==> config.mk <==
export PLATFORM = sky130hd
export DESIGN_NAME = led_reg_port
export DESIGN_NICKNAME = d
export VERILOG_FILES = /design/src/design/led_port_pkg.sv /design/src/design/led_reg_port.sv /design/src/design/level_ramp.sv
export SDC_FILE = /design/constraint.sdc
export NUM_CORES = 1
export LEC_CHECK = 0
export BUFFER_PORTS_ARGS = -buffer_cell sky130_fd_sc_hd__buf_2
export CORE_AREA = 5 5 162 164
export DETAILED_ROUTE_END_ITERATION = 8
export DIE_AREA = 0 0 167 169
export PLACE_DENSITY = 0.52
export SLEW_MARGIN = 25
export SYNTH_ARGS = -nofsm -noshare
export SYNTH_HDL_FRONTEND = slang
export SYNTH_SLANG_ARGS = --single-unit
==> constraint.sdc <==
create_clock -name clk_i -period 4.32 [get_ports clk_i]
set_input_delay 1.296 -clock clk_i [delete_from_list [all_inputs] [get_ports clk_i]]
set_output_delay 1.296 -clock clk_i [all_outputs]
set_load 0.03 [all_outputs]
==> src/design/led_port_pkg.sv <==
// constants shared by the led driver serial register port
package led_port_pkg;

   // ------------------------------------------------------------
   // serial address and register map
   // ------------------------------------------------------------
   localparam logic [6:0] DEV_ADDR = 7'h36;
   localparam logic [3:0] BITS_PER_BYTE = 4'h8;
   localparam int NUM_REGS = 6;
   localparam int IDX_GENERAL = 0;
   localparam int IDX_RAMP = 1;
   localparam int IDX_HEADROOM = 2;
   localparam int IDX_MAIN = 3;
   localparam int IDX_AUX = 4;
   localparam int IDX_IND = 5;
   localparam logic [7:0] REG_OFS [NUM_REGS] = '{8'h10, 8'h20, 8'h60, 8'ha0, 8'hb0, 8'hc0};
   localparam logic [7:0] REG_RST [NUM_REGS] = '{8'h00, 8'hf0, 8'hfc, 8'he0, 8'hf8, 8'hf8};
   // writable bits; all others hold their reset value
   localparam logic [7:0] REG_WMASK [NUM_REGS] = '{8'h7f, 8'h03, 8'h03, 8'h1f, 8'h07, 8'h07};

   // ------------------------------------------------------------
   // general configuration fields and level widths
   // ------------------------------------------------------------
   localparam int BIT_MAIN_ON = 0;
   localparam int BIT_AUX_ON = 1;
   localparam int BIT_IND_ON = 2;
   localparam int BIT_ONE_OFF = 3;
   localparam int BIT_TWO_OFF = 4;
   localparam int BIT_ONE_TO_MAIN = 5;
   localparam int BIT_TWO_TO_MAIN = 6;
   localparam int MAIN_LVL_W = 5;
   localparam int AUX_LVL_W = 3;
   localparam int SEL_W = 2;

   // ------------------------------------------------------------
   // timing
   // ------------------------------------------------------------
   localparam int CLK_NS = 50;
   localparam int TMR_W = 21;
   localparam int RAMP_T0_NS = 100_000;
   localparam int RAMP_T1_NS = 25_000_000;
   localparam int RAMP_T2_NS = 50_000_000;
   localparam int RAMP_T3_NS = 100_000_000;
   localparam int RAMP_C0 = RAMP_T0_NS / CLK_NS;
   // least persistence of each delay range, rounded up
   localparam int HDR_T0_NS = 3_000_000;
   localparam int HDR_T1_NS = 1_500_000;
   localparam int HDR_T2_NS = 400_000;
   localparam int HDR_T3_NS = 60_000;
   localparam int HDR_C3 = (HDR_T3_NS + CLK_NS - 1) / CLK_NS;

   // ------------------------------------------------------------
   // serial slave states
   // ------------------------------------------------------------
   typedef enum logic [3:0] {
      ST_IDLE = 4'b0001,
      ST_RECV = 4'b0010,
      ST_ACK = 4'b0100,
      ST_IGNORE = 4'b1000
   } slave_state_e;

endpackage : led_port_pkg

==> src/design/led_reg_port.sv <==
// serial register port and sink control of the led driver
`timescale 1ns/100ps
`default_nettype none

// What this block does
// - start: data falls while clock high
// - stop: data rises while clock high
// - bus busy from start until stop
// - repeated start restarts address reception
// - eight bits, msb first, then acknowledge slot
// - slave pulls data low through ninth pulse
// - first byte: seven-bit address, direction bit
// - answer address 36h only
// - second byte selects register, third writes
// - general config at 10h, resets zero
// - bits 2..0 enable indicator, aux, main
// - bits 3,4 shut shared sinks down
// - bits 5,6 attach shared sinks to main
// - cleared assignment puts shared sink in aux
// - main level at a0h, five bits
// - aux level at b0h, three bits
// - indicator level at c0h, three bits
// - ramp step 20h and headroom delay 60h
// - ramp step code picks step interval
// - delay code picks headroom shortfall persistence
// - hardware pin low resets registers, outputs off
module led_reg_port #(
   parameter int RAMP_STEP1_CYC = led_port_pkg::RAMP_T1_NS / led_port_pkg::CLK_NS,
   parameter int RAMP_STEP2_CYC = led_port_pkg::RAMP_T2_NS / led_port_pkg::CLK_NS,
   parameter int RAMP_STEP3_CYC = led_port_pkg::RAMP_T3_NS / led_port_pkg::CLK_NS,
   parameter int HDR_DELAY0_CYC = (led_port_pkg::HDR_T0_NS + led_port_pkg::CLK_NS - 1) / led_port_pkg::CLK_NS,
   parameter int HDR_DELAY1_CYC = (led_port_pkg::HDR_T1_NS + led_port_pkg::CLK_NS - 1) / led_port_pkg::CLK_NS,
   parameter int HDR_DELAY2_CYC = (led_port_pkg::HDR_T2_NS + led_port_pkg::CLK_NS - 1) / led_port_pkg::CLK_NS
) (
   input wire logic clk_i,                       // 20 MHz clock
   input wire logic reset_i,                     // async reset, high
   input wire logic hardware_reset_pin_i,        // low resets and disables
   input wire logic scl_i,                       // serial clock pin
   input wire logic sda_i,                       // serial data pin level
   output logic sda_o,                           // serial data drive value
   output logic sda_oe_o,                        // serial data drive enable
   input wire logic headroom_low_i,              // sink headroom shortfall
   output logic gain_boost_o,                    // request higher pump gain
   output logic main_sinks_on_o,                 // main group sinks on
   output logic [led_port_pkg::MAIN_LVL_W-1:0] main_level_o, // main level
   output logic aux_sinks_on_o,                  // aux group sinks on
   output logic [led_port_pkg::AUX_LVL_W-1:0] aux_level_o, // aux level
   output logic indicator_sink_on_o,             // indicator sink on
   output logic [led_port_pkg::AUX_LVL_W-1:0] indicator_level_o, // indicator level
   output logic shared_sink_one_on_o,            // first shared sink on
   output logic shared_sink_one_main_o,          // first shared sink in main
   output logic shared_sink_two_on_o,            // second shared sink on
   output logic shared_sink_two_main_o           // second shared sink in main
);

   localparam int TW = led_port_pkg::TMR_W;

   // ------------------------------------------------------------
   // parameter checks
   // ------------------------------------------------------------
   if (RAMP_STEP1_CYC < 1 || RAMP_STEP2_CYC < 1 || RAMP_STEP3_CYC < 1 ||
       HDR_DELAY0_CYC < 1 || HDR_DELAY1_CYC < 1 || HDR_DELAY2_CYC < 1 ||
       RAMP_STEP3_CYC >= 2**TW || HDR_DELAY0_CYC >= 2**TW) begin : bad_count
      $error("cycle counts must lie between 1 and the timer range");
   end

   // ------------------------------------------------------------
   // pin synchronisers and edge detection
   // ------------------------------------------------------------
   logic [3:0] meta_q;
   logic [3:0] sync_q;
   logic scl_p_q;
   logic sda_p_q;
   wire logic scl_s = sync_q[0];
   wire logic sda_s = sync_q[1];
   wire logic run_s = sync_q[2];
   wire logic hdr_s = sync_q[3];

   // two flops per pin
   always_ff @(posedge clk_i or posedge reset_i) begin
      if (reset_i) begin
         meta_q <= 4'h3;
         sync_q <= 4'h3;
         scl_p_q <= 1'b1;
         sda_p_q <= 1'b1;
      end else begin
         meta_q <= {headroom_low_i, hardware_reset_pin_i, sda_i, scl_i};
         sync_q <= meta_q;
         scl_p_q <= scl_s;
         sda_p_q <= sda_s;
      end
   end

   wire logic scl_rise = scl_s & ~scl_p_q;
   wire logic scl_fall = ~scl_s & scl_p_q;
   wire logic start_det = scl_s & scl_p_q & sda_p_q & ~sda_s;
   wire logic stop_det = scl_s & scl_p_q & ~sda_p_q & sda_s;

   // ------------------------------------------------------------
   // serial slave
   // ------------------------------------------------------------
   led_port_pkg::slave_state_e state_q;
   led_port_pkg::slave_state_e state_d;
   logic [3:0] bit_cnt_q;
   logic [3:0] bit_cnt_d;
   logic [7:0] shift_q;
   logic [1:0] byte_idx_q;
   logic [1:0] byte_idx_d;
   logic [7:0] sel_q;
   logic ack_q;
   logic ack_d;
   logic [7:0] regs_q [led_port_pkg::NUM_REGS];

   wire logic byte_done = scl_fall && (bit_cnt_q == led_port_pkg::BITS_PER_BYTE);
   wire logic addr_hit = (shift_q[7:1] == led_port_pkg::DEV_ADDR);
   wire logic addr_wr = addr_hit & ~shift_q[0];
   wire logic ack_end = (state_q == led_port_pkg::ST_ACK) && scl_fall;
   wire logic wr_fire = ack_end && (byte_idx_q == 2'h2);

   // next state of the slave
   always_comb begin
      state_d = state_q;
      bit_cnt_d = bit_cnt_q;
      byte_idx_d = byte_idx_q;
      ack_d = ack_q;
      if (!run_s || stop_det) begin
         state_d = led_port_pkg::ST_IDLE;
         ack_d = 1'b0;
      end else if (start_det) begin
         state_d = led_port_pkg::ST_RECV;
         bit_cnt_d = '0;
         byte_idx_d = '0;
         ack_d = 1'b0;
      end else begin
         unique case (state_q)
            led_port_pkg::ST_IDLE,
            led_port_pkg::ST_IGNORE: begin
            end
            led_port_pkg::ST_RECV: begin
               if (scl_rise) begin
                  bit_cnt_d = bit_cnt_q + 4'h1;
               end else if (byte_done) begin
                  state_d = led_port_pkg::ST_ACK;
                  ack_d = (byte_idx_q != 2'h0) || addr_hit;
               end
            end
            led_port_pkg::ST_ACK: begin
               if (scl_fall) begin
                  ack_d = 1'b0;
                  bit_cnt_d = '0;
                  // read transfers are not served past the address
                  state_d = (byte_idx_q == 2'h0 && !addr_wr) ? led_port_pkg::ST_IGNORE
                          : led_port_pkg::ST_RECV;
                  byte_idx_d = (byte_idx_q == 2'h2) ? 2'h2 : byte_idx_q + 2'h1;
               end
            end
         endcase
      end
   end

   // slave state registers
   always_ff @(posedge clk_i or posedge reset_i) begin
      if (reset_i) begin
         state_q <= led_port_pkg::ST_IDLE;
         bit_cnt_q <= '0;
         byte_idx_q <= '0;
         ack_q <= 1'b0;
      end else begin
         state_q <= state_d;
         bit_cnt_q <= bit_cnt_d;
         byte_idx_q <= byte_idx_d;
         ack_q <= ack_d;
      end
   end

   // msb-first shift and register select capture
   always_ff @(posedge clk_i or posedge reset_i) begin
      if (reset_i) begin
         shift_q <= '0;
         sel_q <= '0;
      end else begin
         if (state_q == led_port_pkg::ST_RECV && scl_rise) begin
            shift_q <= {shift_q[6:0], sda_s};
         end
         if (ack_end && byte_idx_q == 2'h1) begin
            sel_q <= shift_q;
         end
      end
   end

   assign sda_o = 1'b0;
   assign sda_oe_o = ack_q;

   // ------------------------------------------------------------
   // control registers
   // ------------------------------------------------------------
   for (genvar i = 0; i < led_port_pkg::NUM_REGS; i++) begin : g_reg
      wire logic hit = wr_fire && (sel_q == led_port_pkg::REG_OFS[i]);
      wire logic [7:0] wr_val = (shift_q & led_port_pkg::REG_WMASK[i]) |
                                (led_port_pkg::REG_RST[i] & ~led_port_pkg::REG_WMASK[i]);

      // write after acknowledge, pin low restores power-on value
      always_ff @(posedge clk_i or posedge reset_i) begin
         if (reset_i) begin
            regs_q[i] <= led_port_pkg::REG_RST[i];
         end else if (!run_s) begin
            regs_q[i] <= led_port_pkg::REG_RST[i];
         end else if (hit) begin
            regs_q[i] <= wr_val;
         end
      end

      fixed_bits_a: assert property (
         @(posedge clk_i) disable iff (reset_i)
         (regs_q[i] & ~led_port_pkg::REG_WMASK[i]) == (led_port_pkg::REG_RST[i] & ~led_port_pkg::REG_WMASK[i]))
         else $error("fixed register bits changed");
   end

   wire logic [7:0] gen = regs_q[led_port_pkg::IDX_GENERAL];
   wire logic [led_port_pkg::SEL_W-1:0] ramp_sel = regs_q[led_port_pkg::IDX_RAMP][led_port_pkg::SEL_W-1:0];
   wire logic [led_port_pkg::SEL_W-1:0] hdr_sel = regs_q[led_port_pkg::IDX_HEADROOM][led_port_pkg::SEL_W-1:0];

   // ------------------------------------------------------------
   // main group ramp
   // ------------------------------------------------------------
   wire logic main_active;
   wire logic [TW-1:0] step_cyc = (ramp_sel == 2'h0) ? TW'(led_port_pkg::RAMP_C0)
                                : (ramp_sel == 2'h1) ? TW'(RAMP_STEP1_CYC)
                                : (ramp_sel == 2'h2) ? TW'(RAMP_STEP2_CYC)
                                : TW'(RAMP_STEP3_CYC);

   level_ramp #(
      .LEVEL_W(led_port_pkg::MAIN_LVL_W),
      .CNT_W(TW)
   ) u_ramp (
      .clk_i(clk_i),
      .reset_i(reset_i),
      .clear_i(!run_s),
      .enable_i(gen[led_port_pkg::BIT_MAIN_ON]),
      .target_i(regs_q[led_port_pkg::IDX_MAIN][led_port_pkg::MAIN_LVL_W-1:0]),
      .step_cycles_i(step_cyc),
      .level_o(main_level_o),
      .active_o(main_active)
   );

   // ------------------------------------------------------------
   // sink enables
   // ------------------------------------------------------------
   logic main_on_q;
   logic aux_on_q;
   logic ind_on_q;
   logic one_on_q;
   logic two_on_q;
   wire logic main_on_d = run_s & main_active;
   wire logic aux_on_d = run_s & gen[led_port_pkg::BIT_AUX_ON];
   wire logic ind_on_d = run_s & gen[led_port_pkg::BIT_IND_ON];
   // shared sinks follow main when attached, aux otherwise
   wire logic one_on_d = ~gen[led_port_pkg::BIT_ONE_OFF] &
                         (gen[led_port_pkg::BIT_ONE_TO_MAIN] ? main_on_d : aux_on_d);
   wire logic two_on_d = ~gen[led_port_pkg::BIT_TWO_OFF] &
                         (gen[led_port_pkg::BIT_TWO_TO_MAIN] ? main_on_d : aux_on_d);

   // registered enables
   always_ff @(posedge clk_i or posedge reset_i) begin
      if (reset_i) begin
         {main_on_q, aux_on_q, ind_on_q, one_on_q, two_on_q} <= '0;
      end else begin
         {main_on_q, aux_on_q, ind_on_q, one_on_q, two_on_q} <= {main_on_d, aux_on_d, ind_on_d, one_on_d, two_on_d};
      end
   end

   assign main_sinks_on_o = main_on_q;
   assign aux_sinks_on_o = aux_on_q;
   assign indicator_sink_on_o = ind_on_q;
   assign shared_sink_one_on_o = one_on_q;
   assign shared_sink_two_on_o = two_on_q;
   assign shared_sink_one_main_o = gen[led_port_pkg::BIT_ONE_TO_MAIN];
   assign shared_sink_two_main_o = gen[led_port_pkg::BIT_TWO_TO_MAIN];
   assign aux_level_o = regs_q[led_port_pkg::IDX_AUX][led_port_pkg::AUX_LVL_W-1:0];
   assign indicator_level_o = regs_q[led_port_pkg::IDX_IND][led_port_pkg::AUX_LVL_W-1:0];

   // ------------------------------------------------------------
   // headroom shortfall persistence
   // ------------------------------------------------------------
   logic [TW-1:0] hdr_cnt_q;
   logic gain_q;
   wire logic [TW-1:0] hdr_delay = (hdr_sel == 2'h0) ? TW'(HDR_DELAY0_CYC)
                                 : (hdr_sel == 2'h1) ? TW'(HDR_DELAY1_CYC)
                                 : (hdr_sel == 2'h2) ? TW'(HDR_DELAY2_CYC)
                                 : TW'(led_port_pkg::HDR_C3);
   wire logic hdr_hit = (hdr_cnt_q == hdr_delay - TW'(1));

   // shortfall counter; a register write re-evaluates, set wins
   always_ff @(posedge clk_i or posedge reset_i) begin
      if (reset_i) begin
         hdr_cnt_q <= '0;
         gain_q <= 1'b0;
      end else begin
         hdr_cnt_q <= (!hdr_s || !run_s) ? '0 : hdr_hit ? hdr_cnt_q : hdr_cnt_q + TW'(1);
         gain_q <= run_s && ((hdr_s && hdr_hit) || (gain_q && !wr_fire));
      end
   end

   assign gain_boost_o = gain_q;

   // ------------------------------------------------------------
   // checks
   // ------------------------------------------------------------
   start_enter_a: assert property (
      @(posedge clk_i) disable iff (reset_i)
      run_s && start_det |=> state_q == led_port_pkg::ST_RECV && bit_cnt_q == 4'h0 && byte_idx_q == 2'h0)
      else $error("start did not restart address reception");

   stop_idle_a: assert property (
      @(posedge clk_i) disable iff (reset_i)
      stop_det |=> state_q == led_port_pkg::ST_IDLE && !sda_oe_o)
      else $error("stop did not free the bus");

   ack_hold_a: assert property (
      @(posedge clk_i) disable iff (reset_i)
      $rose(sda_oe_o) |-> $past(byte_done) ##0
      (sda_oe_o throughout (##[1:1000] (scl_fall || !run_s || start_det || stop_det))))
      else $error("acknowledge not held through ninth pulse");

   addr_nack_a: assert property (
      @(posedge clk_i) disable iff (reset_i)
      state_q == led_port_pkg::ST_ACK && byte_idx_q == 2'h0 && !addr_hit |-> !sda_oe_o)
      else $error("foreign address acknowledged");

   byte_len_a: assert property (
      @(posedge clk_i) disable iff (reset_i)
      $rose(state_q == led_port_pkg::ST_ACK) |-> $past(bit_cnt_q) == led_port_pkg::BITS_PER_BYTE)
      else $error("byte not eight bits long");

   write_land_a: assert property (
      @(posedge clk_i) disable iff (reset_i)
      run_s && wr_fire && sel_q == led_port_pkg::REG_OFS[led_port_pkg::IDX_GENERAL] |=>
      gen == ($past(shift_q) & led_port_pkg::REG_WMASK[led_port_pkg::IDX_GENERAL]))
      else $error("general register write lost");

   hw_reset_a: assert property (
      @(posedge clk_i) disable iff (reset_i)
      !run_s |=> gen == led_port_pkg::REG_RST[led_port_pkg::IDX_GENERAL] && !aux_on_q && !main_on_q && !ind_on_q)
      else $error("pin low left registers or sinks active");

   shared_off_a: assert property (
      @(posedge clk_i) disable iff (reset_i)
      one_on_q || two_on_q |->
      !($past(gen[led_port_pkg::BIT_ONE_OFF]) && one_on_q) && !($past(gen[led_port_pkg::BIT_TWO_OFF]) && two_on_q))
      else $error("shut down shared sink is on");

   shared_route_a: assert property (
      @(posedge clk_i) disable iff (reset_i)
      one_on_q |-> ($past(gen[led_port_pkg::BIT_ONE_TO_MAIN]) ? $past(main_on_d) : $past(aux_on_d)))
      else $error("shared sink not following its group");

   gain_delay_a: assert property (
      @(posedge clk_i) disable iff (reset_i)
      $rose(gain_boost_o) |-> $past(hdr_cnt_q) == $past(hdr_delay) - TW'(1))
      else $error("gain raised before shortfall persisted");

endmodule : led_reg_port

`default_nettype wire

==> src/design/level_ramp.sv <==
// stepping ramp of the main group brightness level
`timescale 1ns/100ps
`default_nettype none

module level_ramp #(
   parameter int LEVEL_W = 5,
   parameter int CNT_W = 21
) (
   input wire logic clk_i,                       // system clock
   input wire logic reset_i,                     // async reset, high
   input wire logic clear_i,                     // hardware pin held low
   input wire logic enable_i,                    // group enable
   input wire logic [LEVEL_W-1:0] target_i,      // target level
   input wire logic [CNT_W-1:0] step_cycles_i,   // cycles per step
   output logic [LEVEL_W-1:0] level_o,           // present level
   output logic active_o                         // group lit or ramping
);

   logic [CNT_W-1:0] cnt_q;
   logic [CNT_W-1:0] cnt_d;
   logic [LEVEL_W-1:0] level_q;
   logic [LEVEL_W-1:0] level_d;
   wire logic tick;
   wire logic [LEVEL_W-1:0] goal;
   wire logic settled;

   // ------------------------------------------------------------
   // step timing
   // ------------------------------------------------------------
   assign goal = enable_i ? target_i : '0;
   assign settled = (level_q == goal);
   assign tick = (cnt_q == step_cycles_i - CNT_W'(1));
   assign cnt_d = (clear_i || settled || tick) ? '0 : cnt_q + CNT_W'(1);
   // one level per step toward the goal
   assign level_d = clear_i ? '0
                  : (tick && level_q < goal) ? level_q + LEVEL_W'(1)
                  : (tick && level_q > goal) ? level_q - LEVEL_W'(1)
                  : level_q;
   assign level_o = level_q;
   assign active_o = enable_i | (level_q != '0);

   // step counter and level
   always_ff @(posedge clk_i or posedge reset_i) begin
      if (reset_i) begin
         cnt_q <= '0;
         level_q <= '0;
      end else begin
         cnt_q <= cnt_d;
         level_q <= level_d;
      end
   end

   ramp_step_a: assert property (
      @(posedge clk_i) disable iff (reset_i)
      $changed(level_q) && !$past(clear_i) |-> $past(tick))
      else $error("level moved without a step tick");

endmodule : level_ramp

`default_nettype wire

# Word-level counts from Yosys, hierarchy flattened
# Index checks and enable logic that the tools add are counted.
totals:
  register_bits: 112
  in_bits: 6
  elab_cells: 176
  output_inout_bits: 21
classes:
  magnitude_cmp: 2
  n_addsub: 8
  muxes: 48
  reduce_logical: 39
  bitwise_logic: 22
  n_eq_ne: 32
ops:
  columns: ["op", "n"]
  rows:
  - ["$mux W21", 6]
  - ["$add A21 B1 Y21 const B", 2]
  - ["$eq A21 B21 Y1", 2]
  - ["$mux W4", 9]
  - ["$mux W5", 6]
  - ["$eq A8 B8 Y1 const B", 3]
  - ["$sub A21 B1 Y21 const B", 1]
  - ["$logic_and A1 B1 Y1", 17]
  - ["$sub A16 B1 Y17 const B", 1]
  - ["$mux W16", 1]
  - ["$mux W2", 8]
  - ["$pmux W4 S2", 2]
  - ["$mux W15", 1]
  - ["$mux W7", 2]
  - ["$ne A2 B1 Y1 const B", 7]
  - ["$and A1 B1 Y1", 13]
  - ["$mux W13", 1]
  - ["$mux W3", 4]
  - ["$eq A8 B5 Y1 const B", 1]
  - ["$eq A8 B6 Y1 const B", 1]
  - ["$eq A8 B7 Y1 const B", 1]
  - ["$ne A4 B4 Y1 const B", 2]
  - ["$not A1 Y1", 8]
  - ["$reduce_and A4 Y1", 2]
  - ["other kinds (27)", 50]

# Depth between registers and ports, before layout
# Gate-level depths: netlist of the first run.
depth:
  depth_word: 10
  ltp_mapped: 13
  ltp_nobuf: 13

# By module
# From an unflattened synthesis of the first run, not the netlist that was laid out.
hier_totals:
  hier_cells: 684
  hier_area_um2: 6671.4
by_module_without_submodules:
  columns: ["module", "seq_area_each_um2", "cells_each", "area_each_um2", "n_inst"]
  rows:
  - ["led_reg_port", 2160.8, 400, 4227.8, 1]
  - ["level_ramp", 650.6, 284, 2443.6, 1]

# Worst setup path before layout of the first run
# OpenSTA, ideal clock, no wires.
synth_timing:
  path_type: "reg2reg"
  start: "register regs_q, in the netlist ramp_sel[0]"
  end: "register u_ramp.level_q[4], in the netlist u_ramp.level_o[4]"
  slack_ns: 0.882
  stages_incl_launch_ff: 14
  n_path_buf: 0
  t_arrival_ns: 3.359
  path_cell_list: "dfrtp_1 inv_1 ha_1 or4bb_1 nand2_1 nand3_1 nor3_1 nand3_1 ha_1 a21o_2 a21oi_1 or4_4 a2111oi_2 mux2i_1"
synth_via:
  elab_chain_cells: 9
  word_cells_on_any_way: 13
  classes_between: "add/sub (1); eq/ne (4); mux (5); reduce/logical (3)"
synth_lines:
  columns: ["item", "line_no", "rtl"]
  rows:
  - ["start, declared", "led_reg_port.sv:112", "logic [7:0] regs_q [led_port_pkg::NUM_REGS];"]
  - ["start signal, assigned by index", "led_reg_port.sv:205", "regs_q[i] <= led_port_pkg::REG_RST[i];"]
  - ["start signal, assigned by index", "led_reg_port.sv:207", "regs_q[i] <= led_port_pkg::REG_RST[i];"]
  - ["start signal, assigned by index", "led_reg_port.sv:209", "regs_q[i] <= wr_val;"]
  - ["$eq A2 B2 Y1", "led_reg_port.sv:229", ": (ramp_sel == 2'h2) ? TW'(RAMP_STEP2_CYC)"]
  - ["$mux W21", "led_reg_port.sv:229", null]
  - ["$mux W21", "led_reg_port.sv:228", ": (ramp_sel == 2'h1) ? TW'(RAMP_STEP1_CYC)"]
  - ["$mux W21 *", "led_reg_port.sv:227", "wire logic [TW-1:0] step_cyc = (ramp_sel == 2'h0) ? TW'(led_port_pkg::RAMP_C0)"]
  - ["$sub A21 B1 Y21 *", "level_ramp.sv:32", "assign tick = (cnt_q == step_cycles_i - CNT_W'(1));"]
  - ["$eq A21 B21 Y1 *", "level_ramp.sv:32", null]
  - ["$logic_and A1 B1 Y1", "level_ramp.sv:36", ": (tick && level_q < goal) ? level_q + LEVEL_W'(1)"]
  - ["$mux W5", "level_ramp.sv:36", null]
  - ["$mux W5", "level_ramp.sv:35", "assign level_d = clear_i ? '0"]
  - ["end signal, assigned", "level_ramp.sv:49", "level_q <= level_d;"]
  - ["end, declared", "level_ramp.sv:21", "logic [LEVEL_W-1:0] level_q;"]
# Mark *: on every way between the ends. The rest lies on a longest branch, timed or not.
# A chain may end at the register's enable or synchronous reset.

# Worst setup path after layout of the first run
# Same ends and word-level chain as after synthesis.

==> out/results.txt, run 1 <==
Count of final hold-check violations = 0
Worst EP required = 4.61 ns
Internal power = 1.535 mW
Post-synth EDFFs = 0
Final HPWL DP = 9473 um
Die Ht = 169 um
Overall Power = 1.989 mW
Pleak = 2.889 nW
Clock-pin slew on the worst setup and hold paths = 0.08 ns
CP top delay family = simple AND/OR/NAND/NOR gates
CTS hold repair buffers = 0
Area after DPL = 6440 um^2
Max Freq = 264.6 MHz
Max-slew violations = 0
Commonest non-fill, non-tap cell in the layout = dfrtp_1
Initial Utilization = 0.2436
Total GRT Usage = 0.09974
Crit path max-delay cell type = dfrtp_1
Setup TNS Final = 0 ns
Post-synth top flop = dfrtp_1
ANT cells = 0
Worst VDD drop = 153.2 uV
WL/cell = 14.28 um
Gr busiest metal = met2
CTS Buf Count = 9
CP Class = reg -> reg
Design area = 6746 um^2
Die area = 28220 um^2
Share of cells above drive strength 1 = 0.1260
# resized after CTS = 0
Mapped Nets = 636
Post-Route Skew = 0.01559 ns
Cells after Synth = 603
Iteration-0 DRC Markers = 298
# H-tree levels = 3
CP arrival = 4.07 ns
Worst setup SP type = flip-flop
Vias in the first global route = 4306
Post-synth ARST share = 1.000
Met3 usage = 0.02055
Met2 GRT Util = 0.1559
Syn Std Cell Area = 6027 um^2
Layout area overhead = 11.94%
Final min period = 3.779 ns
CTS tree = built
Distinct cells, synth = 68
Vias per cell = 4.604
Unrepaired setup endpoints after global routing = false
Clock share of power = 0.442
First-pass GRT wire length = 23070 um
Port buffer count = 25
Post-CTS Setup Bufs = 0
Pre-CTS WS = 0.5798 ns
Top-Level Pins = 27
Synthesized flop and latch total = 112
Sw Ratio = 0.2284
GP Congestion = 0.7884
Fill cell count = 2574
Remaining DRCs = 0
Reg area = 2811 um^2
Flop pwr share = 0.535
Worst Tran Pin Value = 0.7604 ns
Core box area = 24750 um^2
Max-cap violations = 0
Largest net degree at the start of global routing = 57
CP Max Fanout = 11
Synth Warn # = 0
Antenna Violating Nets Remaining = 0
Total grt overflow = 0
Synth Area per Inst = 9.995 um^2
Count of final setup violators = 0
Status = complete, no violations
WHS = 0.3525 ns
Crit path cell chain = inv_1 > ha_1 > or4bb_1 > nand2_1 > nand3_1 > nor3_1 > nand3_1 > ha_1 > a21o_2 > a21oi_1 > or4_4 > a2111oi_2 > mux2i_1
Detailed-route via count = 4369
Final net count = 647
Fin crit share = 0.8747
Clock Sinks = 112
Total Wirelength = 13550 um
Worst skew pair latency = 0.36 ns
Final WS setup = 0.5413 ns
Antenna violations before repair = 0
Root buffer cell = clkbuf_16
Max-Slew Margin vs Limit = 0.4930
Area of the multi-input gates = 2983 um^2
CTS max path bufs = 2
Register area share after synthesis = 0.4665
Psw = 0.4542 mW
Share of power burned in combinational logic = 0.023
M1 GR Usage = 0.1392
Worst path buffer plus inverter count = 1
Max incr delay on CP = 0.54 ns
Drt first pass iters = 4
Placement Rows = 58
Worst hold path type = reg -> reg
Die W = 167 um
Commonest cells after routing, fill and taps aside = 105 x dfrtp_1, 62 x nor2_1, 61 x nand2_1, 35 x nand3_1, 26 x ha_1
Crit end category = flip-flop
Power Density = 294.8 nW/um^2
synthesized netlist by cell type (all sizes together) (10+ instances only):
| library cell | n | area share |
|---|---|---|
| a21oi | 23 | 0.019 |
| buf | 18 | 0.021 |
| clkbuf | 12 | 0.0075 |
| dfrtp | 105 | 0.44 |
| ha | 26 | 0.054 |
| inv | 17 | 0.011 |
| mux2 | 10 | 0.019 |
| mux2i | 25 | 0.042 |
| nand2 | 62 | 0.039 |
| nand3 | 35 | 0.029 |
| nand4 | 14 | 0.015 |
| nor2 | 62 | 0.039 |
| nor3 | 14 | 0.012 |
| o21ai | 16 | 0.013 |
| o31ai | 11 | 0.014 |
| xnor2 | 10 | 0.015 |
| xor2 | 17 | 0.025 |
state kept, by name, summed over array words and instances (netlist names), 3 cells and up:
register and count:
u_ramp.cnt_q 21, meta_q 4, indicator_level_o 3, aux_level_o 3, gen 7, state_q 4
bit_cnt_q 4, regs_q 5, hdr_cnt_q 21, sync_q 4, shift_q 8, sel_q 8
u_ramp.level_o 5
area by class of cell:
type,instances,area share
inverter,18,0.01039
timing repair buffer,30,0.02411
multi-input combinational,443,0.4421
clock inverter,6,0.01001
clock buffer,10,0.03542
tap,330,0.06120
sequential,112,0.4167
worst paths after layout:
check                      slack (ns)  cells after the start        start                 to
setup / recovery                 0.54                     13  ramp_sel[0]  u_ramp.level_o[4]
hold / removal                   0.35                      0    meta_q[3]          sync_q[3]
setup reg to reg                 0.54                     13  ramp_sel[0]  u_ramp.level_o[4]
hold reg to reg                  0.35                      0    meta_q[3]          sync_q[3]
max in group asynchronous        2.43                      3      reset_i          meta_q[0]
min in group asynchronous        1.05                      2      reset_i      hdr_cnt_q[18]
power by group through the flow:
stage	Sequential (mW)	Combinational [mW]	Clock [mW]
after floorplan	1.08	0.0338	0
after global placement	1.08	0.0495	0
after detailed placement	1.08	0.0497	0
after CTS	1.06	0.0499	0.913
after global routing	1.06	0.0552	0.955
final	1.06	0.0466	0.879
worst reg2reg max path, stage by stage (launching register included):
cell and delay (ns):
dfrtp_1 0.54, inv_1 0.12, ha_1 0.35, or4bb_1 0.51, nand2_1 0.11, nand3_1 0.08, nor3_1 0.15, nand3_1 0.24
ha_1 0.38, a21o_2 0.11, a21oi_1 0.08, or4_4 0.42, a2111oi_2 0.41, mux2i_1 0.21
layer usage:
metal	vias to the layer above	part of all wire
met1	2141	0.50
met4	0	0.013
met3	12	0.027
met2	47	0.46
met5	-	0
li1	2169	-
cells by family (layout without fill, tap and decap cells):
kind of cell / Yosys count / after routing / share of synthesized area
and+or+nand+nor: 269 / 269 / 0.2396
DFF: 112 / 112 / 0.4665
AOI/OAI and AO/OA: 84 / 84 / 0.09654
buffers and inverters: 48 / 64 / 0.04006
muxes: 35 / 35 / 0.06020
adders and majority gates: 27 / 27 / 0.05730
xor gates and xnor gates: 27 / 27 / 0.03923
other: 1 / 1 / 0.0006222
through the flow:
stage / instances / util
5_1_grt: 949 / 0.2726
3_5_place_dp: 933 / 0.2602
3_3_place_gp: 933 / 0.2599
4_1_cts: 949 / 0.2726
2_1_floorplan: 603 / -
6_report: 949 / 0.2726
(Power assumes the default switching activity.)
==> run 2: changes to the inputs <==
Settings changed: CORE_AREA 5 5 162 164 to 5 5 170 172, DIE_AREA 0 0 167 169 to 0 0 175 177, SYNTH_HIERARCHICAL set to 1.
==> run 2 against run 1 <==
Via count increased by 16%. Clock power fell by 0.9%. Sequential share of layout area is 5.3 points lower. Clock skew decreased by 0.0029 ns.
==> out/results.txt, run 2 <==
Status = complete, no violations
First-pass GRT wire length = 26220 um
Max-Slew Margin vs Limit = 0.3914
Area after DPL = 7355 um^2
RR Startpoint = ramp_sel[0]
Share of cells above drive strength 1 = 0.1640
Post-synth EDFFs = 0
Remaining DRCs = 0
Share of synthesized cell area in and, or, nand and nor gates = 0.2432
Register area share after synthesis = 0.4214
Flop pwr share = 0.524
Psw = 0.5312 mW
Worst skew pair latency = 0.37 ns
Drt first pass iters = 4
Top-Level Pins = 27
CTS Buf Count = 9
Syn Std Cell Area = 6671 um^2
Compound-gate portion of the synthesized area = 0.1037
Sw Ratio = 0.2602
Antenna violations before repair = 0
Root buffer cell = clkbuf_16
Worst Setup SP = ramp_sel[0]
Iteration-0 DRC Markers = 311
Design area = 7735 um^2
CP arrival = 4.47 ns
Port buffer count = 25
Post-synth top flop = dfrtp_1
Max incr delay on CP = 0.55 ns
WL/cell = 14.10 um
Worst hold path type = reg -> reg
Synth Area in Adders = 0.05326
Commonest non-fill, non-tap cell in the layout = dfrtp_1
Count of final setup violators = 0
FF-to-FF setup slack = 0.09 ns
Total GRT Usage = 0.1036
CP Class = reg -> reg
Most instantiated cells after synthesis = 105 x dfrtp_1, 46 x nor2_1, 40 x nand2_1, 34 x nand3_1, 34 x nor3_1
Vias per cell = 4.639
Clock Sinks = 112
Internal power = 1.510 mW
Fin crit share = 0.9786
Worst setup SP type = flip-flop
Top-area cell type share of the netlist area = 0.3938
CTS tree = built
Largest net degree at the start of global routing = 50
Crit path cell chain = inv_2 > ha_4 > or2_4 > or4_4 > or4_4 > or3_1 > a21o_1 > a21o_1 > nor3_4 > nand2_2 > fa_2 > a21o_1 > a21oi_2 > nand2_1 > nor2_1 > nor4b_4 > nor4_1
Unrepaired setup endpoints after global routing = true
Die Ht = 177 um
Area contributors post-synth = dfrtp_1 39%, ha_1 4.9%, xnor2_1 4.2%
Initial Utilization = 0.2442
Die W = 175 um
Top flop regs = hdr_cnt_q (21), u_ramp/cnt_q (21)
Total grt overflow = 0
Synth Area per Inst = 9.754 um^2
Share of power burned in combinational logic = 0.049
Max-slew violations = 0
ANT cells = 0
Vias in the first global route = 4989
Synthesized flop and latch total = 112
Final net count = 772
Die area = 30980 um^2
Worst VDD drop = 192.9 uV
Pleak = 3.330 nW
Combinational family with the most area after synthesis = simple AND/OR/NAND/NOR gates
Largest area contributor in the netlist = dfrtp_1
Detailed-route via count = 5056
Worst EP required = 4.56 ns
Clock-pin slew on the worst setup and hold paths = 0.08 ns
Post-Route Skew = 0.01270 ns
Cells after Synth = 684
CTS max path bufs = 2
Final HPWL DP = 11020 um
Clock share of power = 0.427
Total Wirelength = 15370 um
Placement Rows = 61
Crit path max-delay cell type = or4_4
Antenna Violating Nets Remaining = 0
Multiplexer area fraction after synthesis = 0.06002
Post-synth ARST share = 1.000
Core box area = 27320 um^2
Most frequent cell after synthesis = dfrtp_1
Worst reg2reg path depth = 17
Distinct cells, synth = 72
Final min period = 4.228 ns
Overall Power = 2.042 mW
Worst Tran Pin Value = 0.9119 ns
End of the critical path = u_ramp/level_o[4]
Reg2reg end = u_ramp/level_o[4]
Layout area overhead = 15.94%
Most common cell on crit path = a21o_1
CTS hold repair buffers = 0
Crit end category = flip-flop
Synth Warn # = 6
Count of final hold-check violations = 0
CP Max Fanout = 5
Post-synthesis xor/xnor area fraction = 0.07558
Max-cap violations = 0
Commonest cells after routing, fill and taps aside = 105 x dfrtp_1, 46 x nor2_1, 39 x nand2_1, 34 x nand3_1
# H-tree levels = 3
Max Freq = 236.5 MHz
Power Density = 263.9 nW/um^2
GP Congestion = 0.8271
==> run 2: cell types whose count changed in the layout (fill, tap and decap cells not counted), sizes merged, moves of 12 or more <==
cell   change
conb      +32
nand2     -22
xnor2     +22
nor3      +21
buf       +20
nor2      -16
nor4      +12
or3       +12
==> run 2: cell type report <==
cell class / instances / area (um^2)
clock buffer: 9 / 225.2
timing repair buffer: 50 / 325.3
sequential: 112 / 2811
inverter: 25 / 95.09
multi-input combinational: 541 / 3764
fill: 2865 / 19590
tap: 346 / 432.9
clock inverter: 7 / 81.33
==> run 2: worst min path at each step <==
| stage | start | to | cells past startpoint |
|---|---|---|---|
| floorplan | meta_q[2] | sync_q[2] | 0 |
| global placement | meta_q[2] | sync_q[2] | 0 |
| detailed placement | meta_q[2] | sync_q[2] | 0 |
| CTS | meta_q[2] | sync_q[2] | 0 |
| global route | meta_q[0] | sync_q[0] | 0 |
| finish | meta_q[2] | sync_q[2] | 0 |
==> run 2: critical path: cells and delay by family, from the launching register on <==
kind | cells | cell delay (ns)
AO/OA/AOI/OAI | 4 | 0.72
adder cells (fa/ha/maj) | 2 | 0.56
buffers and inverters | 1 | 0.08
flip-flops | 1 | 0.39
AND/OR/NAND/NOR | 10 | 2.35
==> run 2: cells by family after synthesis <==
family                     count (synthesis)
adders and majority gates                 28
and+or+nand+nor                          287
AOI/OAI and AO/OA                         99
muxes                                     38
DFF                                      112
xor gates and xnor gates                  56
buffers and inverters                     63
other                                      1
==> run 2: power groups by stage <==
stage	clock, mW	sequential, mW	combinational [mW]
2_1_floorplan	0	1.09	0.0764
3_3_place_gp	0	1.09	0.0993
3_5_place_dp	0	1.09	0.0998
4_1_cts	0.909	1.07	0.100
5_1_grt	0.953	1.07	0.118
6_report	0.871	1.07	0.100
==> run 2: metrics by stage <==
stage          instances  setup TNS, ns  utilization  hold WS (ns)  worst slack [ns]
3_5_place_dp        1068              0       0.2692        0.3364          0.007665
4_1_cts             1084              0       0.2805        0.3572           0.03000
6_report            1090              0       0.2831        0.3537           0.09246
2_1_floorplan        716              0            -        0.3312           0.02215
5_1_grt             1090       -0.08239       0.2831        0.3692          -0.08239
3_3_place_gp        1068              0       0.2692        0.3332           0.07308
==> run 2: what timing repair did <==
item	in CTS	in global routing
resized for setup	1	6
pin swaps	0	11
setup endpoints to repair	1	2
gates cloned	0	0
setup buffers	0	6
endpoints found under the hold margin	0	0
==> run 2: per-layer routing <==
layer  up-vias  GRT usage  part of all wire  wire length, um
li1       2539          -                 -                -
met1      2468     0.1395              0.48             7396
met2        42     0.1693              0.48             7434
met3         7    0.02179             0.026              403
met4         0    0.02979            0.0090              138
met5         -          0                 0                0
==> run 3: changes to the inputs <==
Settings changed: CORE_AREA 5 5 170 172 to 5 5 130 225, CTS_CLUSTER_DIAMETER set to 200, DIE_AREA 0 0 175 177 to 0 0 135 230.
==> run 3 against run 2 <==
Critical path type unchanged. Non-clock buffer count grew 3. Worst setup slack lost 0.13 ns. Sequential share of layout area shrank 0.33 points. Cell area grew 0.97%. Global-route usage grew 0.88 points. Clock power grew 6.3%. Maximum frequency shrank 3.0%. Largest power group unchanged. First-iteration DRC count shrank 35%. The flow now finishes with violations (setup timing). Sequential power is essentially flat. Clock skew shrank 0.0032 ns.
==> out/results.txt, run 3 (synthesis gave the netlist of run 2 again) <==
Non-filler cells, final = 1116
Antenna Violating Nets Remaining = 0
Total GRT Usage = 0.1125
Vias per cell = 4.674
Unrepaired setup endpoints after global routing = true
Port buffer count = 25
Final WS setup = -0.03709 ns
Power Density = 268.8 nW/um^2
Clock-pin slew on the worst setup and hold paths = 0.08 ns
Top flop regs = hdr_cnt_q (21), u_ramp/cnt_q (21)
CTS Buf Count = 9
Placed insts = 1095
Pre-CTS WS = 0.002968 ns
Hold Startpoint = meta_q[3]
Worst Setup SP = ramp_sel[1]
Violations in the final reports = setup timing
Worst Tran Pin Value = 0.8540 ns
Fill cell count = 2888
CP Max Fanout = 4
Total Wirelength = 16950 um
Max-cap violations = 0
Commonest non-fill, non-tap cell in the layout = dfrtp_1
Status = finished with violations
Worst skew pair latency = 0.36 ns
GP Congestion = 0.8105
Worst EP required = 4.58 ns
Root buffer cell = clkbuf_16
CTS max path bufs = 2
Vias in the first global route = 5531
Initial Utilization = 0.2459
Pleak = 3.328 nW
ANT cells = 0
Largest net degree at the start of global routing = 35
Crit end category = flip-flop
Post-route core utilization = 0.2879
Post-Route Skew = 0.009500 ns
Detailed-route via count = 5216
Commonest cells after routing, fill and taps aside = 104 x dfrtp_1, 46 x nor2_1, 38 x nand2_1, 34 x nand3_1
Die W = 135 um
Die area = 31050 um^2
Final min period = 4.357 ns
Remaining DRCs = 0
Share of cells above drive strength 1 = 0.1687
Worst hold path type = reg -> reg
Final net count = 775
CTS tree = built
Core box area = 27130 um^2
Worst setup SP type = flip-flop
CP arrival = 4.61 ns
Count of final hold-check violations = 0
Iteration-0 DRC Markers = 202
Max Freq = 229.5 MHz
Top-Level Pins = 27
Max-Slew Margin vs Limit = 0.4300
CP Class = reg -> reg
Total grt overflow = 0
Fin crit share = 1.009
Worst VDD drop = 174.2 uV
Drt first pass iters = 4
Clock Sinks = 112
CTS hold repair buffers = 0
Max-slew violations = 0
Layout area overhead = 17.07%
Count of final setup violators = 1
Placement Rows = 80
Antenna violations before repair = 0
WL/cell = 15.19 um
Final HPWL DP = 12780 um
RR Startpoint = ramp_sel[1]
# H-tree levels = 3
First-pass GRT wire length = 28170 um
Die Ht = 230 um
## run 3: per-stage QoR
step / setup TNS [ns] / total power, mW / hold WS, ns / cell area (um^2)
after floorplan: 0 / 1.165 / 0.3312 / 6829
after global placement: 0 / 1.193 / 0.3340 / 7401
after detailed placement: 0 / 1.194 / 0.3371 / 7401
after CTS: 0 / 2.125 / 0.3555 / 7726
after global routing: -0.2768 / 2.189 / 0.3663 / 7810
final: -0.03709 / 2.099 / 0.3551 / 7810
## run 3: area by class of cell
cell class                 count  area, um^2  share of cell area
sequential                   112        2813              0.3601
clock buffer                  10       229.0             0.02932
clock inverter                 6       92.59             0.01186
multi-input combinational    541        3784              0.4845
inverter                      25       95.09             0.01218
tap                          369       461.7             0.05912
timing repair buffer          53       335.3             0.04294
## run 3: where the power goes
| group | switching [mW] | internal, mW | total [mW] |
|---|---|---|---|
| Sequential | 0.00851 | 1.06 | 1.07 |
| Combinational | 0.0728 | 0.0298 | 0.103 |
| Clock | 0.413 | 0.513 | 0.926 |
| Total | 0.495 | 1.60 | 2.10 |
## run 3: worst paths after layout
| check | end | slack [ns] | depth (start not counted) |
|---|---|---|---|
| worst max-delay path | u_ramp/level_o[4] | -0.04 | 17 |
| worst min-delay path | sync_q[3] | 0.36 | 0 |
| worst max register to register | u_ramp/level_o[4] | -0.04 | 17 |
| worst min register to register | sync_q[3] | 0.36 | 0 |
| max in group asynchronous | sync_q[0] | 2.63 | 3 |
| min in group asynchronous | gen[4] | 0.90 | 2 |
## run 3: routing by layer
layer	wire length (um)	track usage	vias to the layer above
met5	0	0	-
met4	814	0.06431	0
met3	431	0.01728	42
met2	9388	0.2135	76
met1	6314	0.1141	2552
li1	-	-	2546
## run 3: timing repair
item / in CTS / in global routing
pin swaps: 0 / 14
resized for setup: 1 / 10
buffers inserted: 0 / 5
hold endpoints to repair: 0 / 0
endpoints found under the setup margin: 1 / 2
## run 3: worst max-delay path, stage by stage, from the launching register on
cell and delay (ns):
dfrtp_2 0.42, inv_2 0.07, ha_4 0.17, or2_4 0.23, or4_4 0.55, or4_4 0.42, or3_1 0.37, a21o_1 0.18
a21o_1 0.21, nor3_4 0.21, nand2_2 0.11, fa_2 0.39, a21o_1 0.17, a21oi_2 0.14, buf_4 0.13, nand3b_1 0.12
o41ai_2 0.07, nor4_1 0.26
